File: config.mk
export PLATFORM = sky130hd
export DESIGN_NAME = dlh_control
export DESIGN_NICKNAME = d
export VERILOG_FILES = /design/src/dlh_pkg.sv /design/src/dlh_fcs_check.sv /design/src/dlh_control.sv
export SDC_FILE = /design/constraint.sdc
export NUM_CORES = 1
export LEC_CHECK = 0
export ABC_AREA = 0
export BUFFER_PORTS_ARGS = -buffer_cell sky130_fd_sc_hd__buf_2
export CAP_MARGIN = 40
export CORE_MARGIN = 3
export CORE_UTILIZATION = 41
export CTS_CLUSTER_DIAMETER = 60
export DETAILED_ROUTE_END_ITERATION = 8
export PLACE_DENSITY = 0.64
export SETUP_SLACK_MARGIN = 0.2
export SLEW_MARGIN = 10
export SYNTH_ARGS = -nofsm -noshare
export SYNTH_HDL_FRONTEND = slang
export SYNTH_SLANG_ARGS = --single-unit
File: constraint.sdc
create_clock -name clock_i -period 5.42 [get_ports clock_i]
set_clock_uncertainty 0.2 [all_clocks]
set_input_delay 0.271 -clock clock_i [delete_from_list [all_inputs] [get_ports clock_i]]
set_output_delay 0.271 -clock clock_i [all_outputs]
set_load 0.01 [all_outputs]
File: src/dlh_pkg.sv
// Constants for the second data-link control block: register map,
// field positions, reset values, abort and check sequence figures.
// Assumes a 32-bit classic Wishbone register bus with byte addresses.
package dlh_pkg;

  // Register byte offsets
  localparam logic [7:0] DLH_OFS_PERF = 8'h00;
  localparam logic [7:0] DLH_OFS_CTRL = 8'h04;
  localparam logic [7:0] DLH_OFS_STAT = 8'h08;

  // Report control fields
  localparam int DLH_PERF_U2  = 4;
  localparam int DLH_PERF_RSV = 0;
  localparam int DLH_RSV_W    = 4;

  // Data link control two fields
  localparam int DLH_CTL_LEG  = 7;
  localparam int DLH_CTL_AAD  = 6;
  localparam int DLH_CTL_RCD  = 5;
  localparam int DLH_CTL_DUP  = 4;
  localparam int DLH_CTL_FAB  = 3;
  localparam int DLH_CTL_SEL  = 0;

  // Status fields
  localparam int DLH_ST_AUTO  = 0;
  localparam int DLH_ST_LEG   = 1;
  localparam int DLH_ST_BAD   = 2;
  localparam int DLH_ST_DUP   = 3;

  // Reset values
  localparam logic [7:0] DLH_PERF_RST = 8'h00;
  localparam logic [7:0] DLH_CTRL_RST = 8'h00;

  // Writable masks
  localparam logic [7:0] DLH_PERF_MSK = 8'hFF;
  localparam logic [7:0] DLH_CTRL_MSK = 8'hFF;

  // Automatic abort: one zero then seven ones
  localparam int DLH_ABORT_ONES = 7;
  localparam logic [3:0] DLH_ABORT_LEN = 4'(DLH_ABORT_ONES + 1);

  // Frame check sequence, reflected CCITT polynomial
  localparam logic [15:0] DLH_CRC_POLY = 16'h8408;
  localparam logic [15:0] DLH_CRC_INIT = 16'hFFFF;
  localparam logic [15:0] DLH_CRC_GOOD = 16'hF0B8;

  // Framing formats reported by the framer
  typedef enum logic [1:0] {
    DLH_FMT_SF,
    DLH_FMT_ESF,
    DLH_FMT_LEGACY,
    DLH_FMT_OTHER
  } dlh_fmt_e;

endpackage : dlh_pkg

File: src/dlh_fcs_check.sv
// Serial frame check sequence engine for received link frames.
// Assumes bits arrive least significant first, one per valid strobe,
// with a start strobe from the flag and stuffing logic.
`timescale 1ns/1ps
module dlh_fcs_check
  import dlh_pkg::*;
(
  input  wire logic        clock_i,
  input  wire logic        nrst_i,
  input  wire logic        start_i,
  input  wire logic        bit_vld_i,
  input  wire logic        bit_i,
  output logic [15:0]      crc_o,
  output logic [15:0]      len_o,
  output logic             good_o
);

  logic [15:0] crc_r;
  logic [15:0] len_r;
  logic        fb;

  assign fb = crc_r[0] ^ bit_i;

  always_ff @(posedge clock_i or negedge nrst_i) begin
    if (!nrst_i) begin
      crc_r <= DLH_CRC_INIT;
    end else if (start_i) begin
      crc_r <= DLH_CRC_INIT;
    end else if (bit_vld_i) begin
      crc_r <= (crc_r >> 1) ^ (fb ? DLH_CRC_POLY : 16'h0000);
    end
  end

  // Length makes two frames with equal check words still differ
  always_ff @(posedge clock_i or negedge nrst_i) begin
    if (!nrst_i) begin
      len_r <= 16'h0000;
    end else if (start_i) begin
      len_r <= 16'h0000;
    end else if (bit_vld_i) begin
      len_r <= len_r + 16'h0001;
    end
  end

  assign crc_o  = crc_r;
  assign len_o  = len_r;
  assign good_o = (crc_r == DLH_CRC_GOOD);

endmodule : dlh_fcs_check

File: src/dlh_control.sv
// Second data-link controller control path: report bits, legacy
// carrier link selection, automatic and forced abort, receive check
// and repeat-message discard, behind a classic Wishbone slave.
// Assumes the framer gives slot strobes and format on clock_i.
//
// Added by the designer: the Wishbone register port and the register addresses.
`timescale 1ns/1ps

// Functional notes
// Spare bit two goes into every report
// Reserved four bits go into every report
// Legacy enable picks legacy link or SF bits
// Legacy enable honoured only in legacy/ESF framing
// Auto abort: zero then seven ones on switch
// Auto abort disable bit suppresses that sequence
// Check disable bit skips receive FCS check
// Discard enable drops repeats of held message
// Forced abort bit sends continuous ones
// Select bit: 0 bit-oriented, 1 message-oriented
// Abort bits only in data-link positions
module dlh_control
  import dlh_pkg::*;
(
  input  wire logic        clock_i,
  input  wire logic        nrst_i,
  // Wishbone slave
  input  wire logic        wb_cyc_i,
  input  wire logic        wb_stb_i,
  input  wire logic        wb_we_i,
  input  wire logic [7:0]  wb_adr_i,
  input  wire logic [3:0]  wb_sel_i,
  input  wire logic [31:0] wb_dat_i,
  output logic [31:0]      wb_dat_o,
  output logic             wb_ack_o,
  // Framer side
  input  wire logic [1:0]  fmt_i,
  input  wire logic        dl_slot_i,
  input  wire logic        fbit_slot_i,
  input  wire logic        pass_bit_i,
  input  wire logic        sf_fbit_i,
  input  wire logic        leg_fbit_i,
  output logic             tx_line_o,
  // Transmit link controller side
  input  wire logic        tx_msg_bit_i,
  input  wire logic        tx_mos_busy_i,
  output logic             tx_mos_o,
  output logic             spare_bit_o,
  output logic [3:0]       resv_bits_o,
  output logic             legacy_link_o,
  // Receive link controller side
  input  wire logic        rx_start_i,
  input  wire logic        rx_bit_vld_i,
  input  wire logic        rx_bit_i,
  input  wire logic        rx_end_i,
  output logic             rx_accept_o,
  output logic             rx_drop_o
);

  typedef enum logic [1:0] {
    DLH_AB_IDLE,
    DLH_AB_ZERO,
    DLH_AB_ONES
  } dlh_ab_e;

  logic [7:0]  perf_r;
  logic [7:0]  ctrl_r;
  logic        wb_ack_r;
  logic [31:0] wb_dat_r;
  logic        wr_hit;
  logic        rd_hit;
  logic [7:0]  ctrl_nxt;
  logic        arm_nxt;
  logic        arm_r;
  dlh_ab_e     ab_r;
  logic [3:0]  ab_cnt_r;
  logic        leg_eff;
  logic        tx_line_r;
  logic        tx_nxt;
  logic [15:0] tail_r;
  logic [15:0] len_w;
  logic        good_w;
  logic [15:0] held_crc_r;
  logic [15:0] held_len_r;
  logic        held_vld_r;
  logic        acc_r;
  logic        drop_r;
  logic        last_bad_r;
  logic        last_dup_r;
  logic        is_bad;
  logic        is_dup;
  logic        mos_r;
  logic        spare_r;
  logic [3:0]  resv_r;
  logic        leg_r;

  // Byte lane 0 carries the eight-bit registers
  function automatic logic [7:0] merge_byte(input logic [7:0] old,
                                            input logic [7:0] msk);
    merge_byte = wb_sel_i[0] ? ((old & ~msk) | (wb_dat_i[7:0] & msk)) : old;
  endfunction : merge_byte

  // Write strobe for one register offset
  function automatic logic wr_at(input logic [7:0] ofs);
    wr_at = wr_hit && (wb_adr_i == ofs);
  endfunction : wr_at

  assign wr_hit = wb_cyc_i && wb_stb_i && wb_we_i && !wb_ack_r;
  assign rd_hit = wb_cyc_i && wb_stb_i && !wb_we_i && !wb_ack_r;

  // ---------------- Wishbone slave ----------------

  // One wait state; ack dropped in the cycle after it was given
  always_ff @(posedge clock_i or negedge nrst_i) begin
    if (!nrst_i) begin
      wb_ack_r <= 1'b0;
    end else begin
      wb_ack_r <= wb_cyc_i && wb_stb_i && !wb_ack_r;
    end
  end

  always_ff @(posedge clock_i or negedge nrst_i) begin
    if (!nrst_i) begin
      perf_r <= DLH_PERF_RST;
    end else if (wr_at(DLH_OFS_PERF)) begin
      perf_r <= merge_byte(perf_r, DLH_PERF_MSK);
    end
  end

  always_comb begin
    ctrl_nxt = ctrl_r;
    if (wr_at(DLH_OFS_CTRL)) begin
      ctrl_nxt = merge_byte(ctrl_r, DLH_CTRL_MSK);
    end
  end

  always_ff @(posedge clock_i or negedge nrst_i) begin
    if (!nrst_i) begin
      ctrl_r <= DLH_CTRL_RST;
    end else begin
      ctrl_r <= ctrl_nxt;
    end
  end

  // Unmapped addresses read zero and still get an ack
  always_ff @(posedge clock_i or negedge nrst_i) begin
    if (!nrst_i) begin
      wb_dat_r <= 32'h0000_0000;
    end else if (rd_hit) begin
      unique case (wb_adr_i)
        DLH_OFS_PERF: wb_dat_r <= {24'h00_0000, perf_r};
        DLH_OFS_CTRL: wb_dat_r <= {24'h00_0000, ctrl_r};
        DLH_OFS_STAT: begin
          wb_dat_r <= 32'h0000_0000;
          wb_dat_r[DLH_ST_AUTO] <= (ab_r != DLH_AB_IDLE);
          wb_dat_r[DLH_ST_LEG]  <= leg_eff;
          wb_dat_r[DLH_ST_BAD]  <= last_bad_r;
          wb_dat_r[DLH_ST_DUP]  <= last_dup_r;
        end
        default: wb_dat_r <= 32'h0000_0000;
      endcase
    end
  end

  // ---------------- Report and mode outputs ----------------

  always_ff @(posedge clock_i or negedge nrst_i) begin
    if (!nrst_i) begin
      spare_r <= 1'b0;
      resv_r  <= 4'h0;
    end else begin
      spare_r <= perf_r[DLH_PERF_U2];
      resv_r  <= perf_r[DLH_PERF_RSV +: DLH_RSV_W];
    end
  end

  // Plain level: software rewrites 0 for each bit-oriented send
  always_ff @(posedge clock_i or negedge nrst_i) begin
    if (!nrst_i) begin
      mos_r <= 1'b0;
    end else begin
      mos_r <= ctrl_r[DLH_CTL_SEL];
    end
  end

  // Ignored outside legacy and ESF framing
  assign leg_eff = ctrl_r[DLH_CTL_LEG] &&
                   (fmt_i == DLH_FMT_ESF || fmt_i == DLH_FMT_LEGACY);

  always_ff @(posedge clock_i or negedge nrst_i) begin
    if (!nrst_i) begin
      leg_r <= 1'b0;
    end else begin
      leg_r <= leg_eff;
    end
  end

  // ---------------- Automatic abort ----------------

  // A write that drops the select bit mid-message is the abrupt switch
  assign arm_nxt = ctrl_r[DLH_CTL_SEL] && !ctrl_nxt[DLH_CTL_SEL] &&
                   tx_mos_busy_i && !ctrl_r[DLH_CTL_AAD];

  always_ff @(posedge clock_i or negedge nrst_i) begin
    if (!nrst_i) begin
      arm_r <= 1'b0;
    end else begin
      arm_r <= arm_nxt;
    end
  end

  // Sequence advances only on data-link slots so payload is untouched
  always_ff @(posedge clock_i or negedge nrst_i) begin
    if (!nrst_i) begin
      ab_r     <= DLH_AB_IDLE;
      ab_cnt_r <= 4'h0;
    end else begin
      unique case (ab_r)
        DLH_AB_IDLE: begin
          if (arm_r) begin
            ab_r     <= DLH_AB_ZERO;
            ab_cnt_r <= DLH_ABORT_LEN;
          end
        end
        DLH_AB_ZERO: begin
          if (dl_slot_i) begin
            ab_r     <= DLH_AB_ONES;
            ab_cnt_r <= ab_cnt_r - 4'h1;
          end
        end
        DLH_AB_ONES: begin
          if (dl_slot_i) begin
            ab_cnt_r <= ab_cnt_r - 4'h1;
            if (ab_cnt_r == 4'h1) begin
              ab_r <= DLH_AB_IDLE;
            end
          end
        end
      endcase
    end
  end

  // ---------------- Transmit line mux ----------------

  // Forced abort outranks the automatic one and the message stream
  always_comb begin
    tx_nxt = pass_bit_i;
    if (dl_slot_i) begin
      if (ctrl_r[DLH_CTL_FAB]) begin
        tx_nxt = 1'b1;
      end else if (ab_r == DLH_AB_ZERO) begin
        tx_nxt = 1'b0;
      end else if (ab_r == DLH_AB_ONES) begin
        tx_nxt = 1'b1;
      end else begin
        tx_nxt = tx_msg_bit_i;
      end
    end else if (fbit_slot_i) begin
      tx_nxt = leg_eff ? leg_fbit_i : sf_fbit_i;
    end
  end

  always_ff @(posedge clock_i or negedge nrst_i) begin
    if (!nrst_i) begin
      tx_line_r <= 1'b1;
    end else begin
      tx_line_r <= tx_nxt;
    end
  end

  // ---------------- Receive check and discard ----------------

  // Engine residue gives only the good or bad verdict
  dlh_fcs_check u_fcs (
    .clock_i   (clock_i),
    .nrst_i    (nrst_i),
    .start_i   (rx_start_i),
    .bit_vld_i (rx_bit_vld_i),
    .bit_i     (rx_bit_i),
    .crc_o     (),
    .len_o     (len_w),
    .good_o    (good_w)
  );

  assign is_bad = !ctrl_r[DLH_CTL_RCD] && !good_w;

  // Every good frame leaves the same residue, so the sent check word
  // itself tells messages apart; cleared at start so a short frame
  // cannot match bits of the one before
  always_ff @(posedge clock_i or negedge nrst_i) begin
    if (!nrst_i) begin
      tail_r <= 16'h0000;
    end else if (rx_start_i) begin
      tail_r <= 16'h0000;
    end else if (rx_bit_vld_i) begin
      tail_r <= {rx_bit_i, tail_r[15:1]};
    end
  end

  // Repeat match by check word and length, not a full byte compare
  assign is_dup = ctrl_r[DLH_CTL_DUP] && held_vld_r &&
                  held_crc_r == tail_r && held_len_r == len_w;

  always_ff @(posedge clock_i or negedge nrst_i) begin
    if (!nrst_i) begin
      acc_r  <= 1'b0;
      drop_r <= 1'b0;
    end else begin
      acc_r  <= rx_end_i && !is_bad && !is_dup;
      drop_r <= rx_end_i && (is_bad || is_dup);
    end
  end

  // The held signature follows whatever is now in the receive buffer
  always_ff @(posedge clock_i or negedge nrst_i) begin
    if (!nrst_i) begin
      held_vld_r <= 1'b0;
      held_crc_r <= 16'h0000;
      held_len_r <= 16'h0000;
    end else if (rx_end_i && !is_bad && !is_dup) begin
      held_vld_r <= 1'b1;
      held_crc_r <= tail_r;
      held_len_r <= len_w;
    end
  end

  always_ff @(posedge clock_i or negedge nrst_i) begin
    if (!nrst_i) begin
      last_bad_r <= 1'b0;
      last_dup_r <= 1'b0;
    end else if (rx_end_i) begin
      last_bad_r <= is_bad;
      last_dup_r <= is_dup && !is_bad;
    end
  end

  assign wb_ack_o      = wb_ack_r;
  assign wb_dat_o      = wb_dat_r;
  assign tx_line_o     = tx_line_r;
  assign tx_mos_o      = mos_r;
  assign spare_bit_o   = spare_r;
  assign resv_bits_o   = resv_r;
  assign legacy_link_o = leg_r;
  assign rx_accept_o   = acc_r;
  assign rx_drop_o     = drop_r;

endmodule : dlh_control

# --- After elaboration in Yosys (flattened, before gate mapping) ---
# Cells that the tools add are included.
word_totals:
  regBits: 149
  input_bits: 62
  out_inout_bits: 43
  wordCells: 105
classes:
  add_sub_neg: 2
  n_eq_ne: 15
  n_mux: 24
  bitwise_logic: 2
  reduce_logical: 39
ops:
  columns: ["operator", "n"]
  rows:
  - ["$mux W16", 7]
  - ["$eq A16 B16 Y1", 2]
  - ["$pmux W8 S3", 1]
  - ["$logic_and A1 B1 Y1", 20]
  - ["$add A16 B1 Y16 const B", 1]
  - ["$eq A16 B16 Y1 const B", 1]
  - ["$xor A15 B16 Y16", 1]
  - ["$eq A8 B3 Y1 const B", 1]
  - ["$eq A8 B4 Y1 const B", 1]
  - ["$logic_not A1 Y1", 8]
  - ["$logic_not A8 Y1", 1]
  - ["$mux W1", 8]
  - ["$mux W2", 4]
  - ["$mux W4", 2]
  - ["$ne A2 B2 Y1 const B", 4]
  - ["$pmux W4 S2", 1]
  - ["$pmux W2 S3", 1]
  - ["$reduce_and A2 Y1", 3]
  - ["$eq A2 B1 Y1 const B", 2]
  - ["$eq A2 B2 Y1 const B", 2]
  - ["$eq A4 B1 Y1 const B", 1]
  - ["$reduce_and A4 Y1", 1]
  - ["$reduce_bool A2 Y1", 2]
  - ["$sub A4 B1 Y4 const B", 1]
  - ["5 further kinds", 6]

# --- Depth between registers and ports, before layout ---
depth:
  depth_word: 9
  mapped_depth: 8
  depth_no_buf: 7

# --- Hierarchy ---
# From an unflattened synthesis, not the netlist that was laid out.
hier_totals:
  hier_cells: 493
  area_unflattened_um2: 5958.2
modules_own_cells:
  columns: ["mod", "n_inst", "cells_each", "area_each_um2", "seq_area_each_um2"]
  rows:
  - ["dlh_control", 1, 350, 4406.7, 2328.5]
  - ["dlh_fcs_check", 1, 143, 1551.5, 820.8]

# --- Least setup slack after synthesis ---
# No wires, ideal clock.
synth_timing:
  kind: "register to register"
  from: "register u_fcs.crc_r[7] (netlist: u_fcs.crc_o[7])"
  to: "register held_crc_r[0]"
  setup_time_ns: 0.125
  t_arrival_ns: 1.887
  t_required_ns: 5.095
  path_slack_ns: 3.208
  path_stages_with_launch: 7
  path_buffers: 1
  period_less_slack_ns: 2.212
  path_cell_list: "dfstp_2 -> nor4b_1 -> a41oi_1 -> nand2b_1 -> a21oi_2 -> buf_6 -> mux2_4"
synth_between:
  elab_chain_len: 6
synth_lines:
  columns: ["item", "line_no", "text"]
  rows:
  - ["start, declared", "dlh_fcs_check.sv:18", "logic [15:0] crc_r;"]
  - ["start signal, assigned", "dlh_fcs_check.sv:30", "crc_r <= (crc_r >> 1) ^ (fb ? DLH_CRC_POLY : 16'h0000);"]
  - ["$eq A16 B16 Y1", "dlh_fcs_check.sv:47", "assign good_o = (crc_r == DLH_CRC_GOOD);"]
  - ["$logic_not A1 Y1", "dlh_control.sv:284", "assign is_bad = !ctrl_r[DLH_CTL_RCD] && !good_w;"]
  - ["$logic_and A1 B1 Y1", "dlh_control.sv:284", null]
  - ["$logic_not A1 Y1", "dlh_control.sv:319", "end else if (rx_end_i && !is_bad && !is_dup) begin"]
  - ["$logic_and A1 B1 Y1 (2 in series)", "dlh_control.sv:319", null]
  - ["end signal, assigned", "dlh_control.sv:321", "held_crc_r <= tail_r;"]
  - ["end, declared", "dlh_control.sv:82", "logic [15:0] held_crc_r;"]
# Every way passes these cells.
# A chain may end at the register's enable or synchronous reset.

# --- Worst setup path in the final report ---
layout_timing:
  from: "register u_fcs.crc_r[12] (netlist: u_fcs.crc_o[12])"
  to: "register held_len_r[11]"
layout_between:
  elab_chain_len: 6
layout_lines:
  columns: ["item", "line_no", "text"]
  rows:
  - ["$eq A16 B16 Y1", "dlh_fcs_check.sv:47", null]
  - ["$logic_not A1 Y1", "dlh_control.sv:284", null]
  - ["$logic_and A1 B1 Y1", "dlh_control.sv:284", null]
  - ["$logic_not A1 Y1", "dlh_control.sv:319", null]
  - ["$logic_and A1 B1 Y1 (2 in series)", "dlh_control.sv:319", null]
  - ["end signal, assigned", "dlh_control.sv:322", "held_len_r <= len_w;"]
  - ["end, declared", "dlh_control.sv:83", "logic [15:0] held_len_r;"]
# Every way passes these cells.

==> summary.txt <==
Yosys
  • Post-synth top area share: 0.456
  • Post-synthesis adder-cell area fraction: 0.0148
  • Post-Synth XOR/XNOR Area: 0.0723
  • Synthesized instance count: 491
  • Biggest area consumer among synthesized cells: dfrtp_1
  • Yosys Warn Count: 0
  • Synth Cell Area: 5930 um2
  • Yosys cell types: 45
  • Sequential-to-total area share from yosys stat: 0.531
  • Combinational family with the most area after synthesis: multiplexers
  • Flip-flop and latch count after synthesis: 125
  • Simple-gate share of the synthesized area: 0.113
  • Synth area leaders: dfrtp_1 46%, dfstp_2 7.5%, mux2_4 7.1%
  • Mux contribution to synthesized area: 0.156
  • Synth Area in Compound Gates: 0.0561
  • Mapped Avg Cell Area: 12.1 um2

Outcome
  • Status: finished, final reports clean

Setup path
  • Reg2reg path depth: 6
  • CP Max Fanout: 19
  • CP max-delay cell: a21oi_4
  • Crit-path cells: nor4b_1, a41oi_1, nand2b_1, a21oi_4, buf_4, mux2_2
  • Crit path kind: flip-flop to flip-flop
  • Worst endpoint required time: 5.51 ns
  • Worst Path Arrival: 3.25 ns
  • CP max stage delay: 0.65 ns
  • Reg2reg setup slack: 2.26 ns
  • R2r endpoint: held_len_r[11]$_DFFE_PN0P_
  • FF-to-FF Start: u_fcs.crc_o[12]$_DFFE_PN1P_
  • CP startpoint kind: flip-flop
  • Setup crit start: u_fcs.crc_o[12]$_DFFE_PN1P_
  • Setup crit end kind: flip-flop

Timing
  • Time the worst path needs with I/O delays and setup: 3.16 ns
  • RSZ-0062 raised after global routing: no
  • Slew @ Worst Pin: 0.843 ns
  • Hold Vio Cnt, Final: 0
  • Top achievable clock speed: 316 MHz
  • Fin. max-slew vios: 0
  • Post-Route Setup TNS: 0 ns
  • Max-slew headroom: 0.437
  • Period utilisation layout: 0.583
  • Final setup fails: 0

Job
  • Max-Cap Viols: 0

Drt
  • Number of remaining DRC errors: 0
  • Routed Antenna Nets: 0
  • Number of iterations in the first detailed-routing pass: 5
  • WL final: 11200 um
  • Vias: 3731
  • DR WL/cell: 14.8 um
  • DRT iter0 DRCs: 154
  • Vias per inst: 4.93

Pwr
  • Maximum vdd drop: 0.242 mV
  • P_leak: 3.59 nW
  • Power Density: 334 nW/um2

Global route
  • Largest net degree at the start of global routing: 59
  • Initial antenna violation count: 0
  • All-layer global routing usage: 0.148
  • Global-route wire length before repair: 18900 um
  • Number of global-route vias before repair: 3797
  • GRT overflow: 0

CTS
  • Clock latency on the worst-skew pair: 0.41 ns
  • CTS tree: built
  • Inserted Clock Buffers: 17
  • Clock tree buffer depth: 2
  • Setup repair bufs after CTS: 0
  • Clock sink total: 125
  • Clock-pin slew on the worst setup and hold paths: 0.05 ns
  • Root Driver: clkbuf_16
  • Htree depth: 4

Floorplan
  • Core ar.: 14000 um2
  • Total I/O pin count: 105
  • Initial Util: 0.423
  • Chip height: 126 um
  • Die X: 126 um
  • Die area: 16000 um2
  • Row cnt: 43

Hold path
  • Min-delay worst type: input port to flip-flop
  • Worst-case hold path end point: legacy_link_o$_DFF_PN0_
  • Hold Path Origin: fmt_i[0]
  • Hold Crit Depth: 4

Cells and area
  • Post-layout util: 0.502
  • Final Net Count: 633
  • Fraction of layout cells with a size suffix above 1: 0.277
  • Layout area overhead: 18.9%
  • Commonest non-fill, non-tap cell in the layout: dfrtp_1
  • Most frequent cells in the layout: 108 x dfrtp_1, 52 x buf_2, 44 x nor2_1
  • Ant. Diodes: 0

Place
  • GP Congestion: 0.774
  • # port buffers: 53
  • HPWL after DPL: 7480 um
-- flip-flops by register name, summed over array words and instances, names as in the netlist, 2 cells and up --
register and cells:
ab_cnt_r 4, ab_r 2, ctrl_r 8, held_crc_r 16
held_len_r 16, perf_r 8, resv_bits_o 4, tail_r 16
u_fcs.crc_o 16, u_fcs.len_o 16, wb_dat_o 8
-- Yosys cell counts, drive strengths merged --
library cell and number:
dfrtp 108, mux2 49, nor2 44, xor2 43, buf 32, mux2i 27, nand2 21, dfstp 17
nor2b 15, a211o 13, inv 12, nor4 12, o21ai 12, clkbuf 11, a21oi 10, ha 7
nand3 7, o22ai 6, xnor2 6, nand4 5, or2 5, a22o 4, and3 3, nand2b 3
or3 3, and4b 2, nor3 2, nor4b 2, a211oi 1, a221oi 1, a41oi 1, and2 1
and4 1, conb 1, nand3b 1, o21a 1, or4b 1, or4bb 1
-- area by class of cell --
class,count,area [um2]
tap,180,225
clock buffer,25,495
timing repair buffer,74,505
inverter,12,45.0
fill,1233,6990
clock inverter,7,85.1
multi-input combinational,334,2550
sequential,125,3150
-- worst max path at each step --
stage,depth (start not counted),slack (ns),end
floorplan,6,3.21,held_crc_r[0]$_DFFE_PN0P_
global placement,6,2.28,held_len_r[11]$_DFFE_PN0P_
detailed placement,6,2.29,held_len_r[11]$_DFFE_PN0P_
CTS,6,2.27,held_len_r[11]$_DFFE_PN0P_
global route,6,2.12,held_len_r[11]$_DFFE_PN0P_
finish,6,2.26,held_len_r[11]$_DFFE_PN0P_
-- power by group --
| part | total [mW] | internal, mW | switching, mW |
|---|---|---|---|
| Sequential | 1.00 | 0.976 | 0.0257 |
| Clock | 1.11 | 0.721 | 0.387 |
| Combinational | 0.247 | 0.102 | 0.145 |
-- routing by layer --
layer / GRT usage / up-vias / share of wire
met5: 0 / - / 0
met4: 0.0568 / 0 / 0.016
met3: 0.0459 / 13 / 0.046
met2: 0.231 / 86 / 0.46
met1: 0.193 / 1848 / 0.48
li1: - / 1784 / -
-- per-stage QoR --
| step | setup WS (ns) | area, um2 | hold WS [ns] | power (mW) | instances |
|---|---|---|---|---|---|
| global route | 2.12 | 7050 | 0.0617 | 2.47 | 757 |
| CTS | 2.27 | 7050 | 0.0310 | 2.38 | 757 |
| finish | 2.26 | 7050 | 0.0335 | 2.36 | 757 |
| floorplan | 3.21 | 6020 | -0.225 | 1.18 | 514 |
| detailed placement | 2.29 | 6310 | 0.171 | 1.26 | 709 |
| global placement | 2.28 | 6260 | 0.168 | 1.24 | 707 |
-- cells by family after synthesis --
logic type / count (synthesis)
other: 1
XOR/XNOR: 49
AO/OA/AOI/OAI: 49
multiplexers: 76
flip-flops: 125
buffers and inverters: 55
AND/OR/NAND/NOR: 129
adder cells (fa/ha/maj): 7
-- worst max-delay path: cells and delay by family (launching register included) --
family / cells / cell delay (ns)
buffers and inverters: 1 / 0.44
AOI/OAI and AO/OA: 2 / 0.90
and+or+nand+nor: 2 / 0.59
muxes: 1 / 0.38
DFF: 1 / 0.54
-- what timing repair did --
action | in CTS | in global routing
resized for setup | 0 | 0
hold endpoints to repair | 70 | 0
hold buffers | 16 | 0
(Power assumes the default switching activity.)
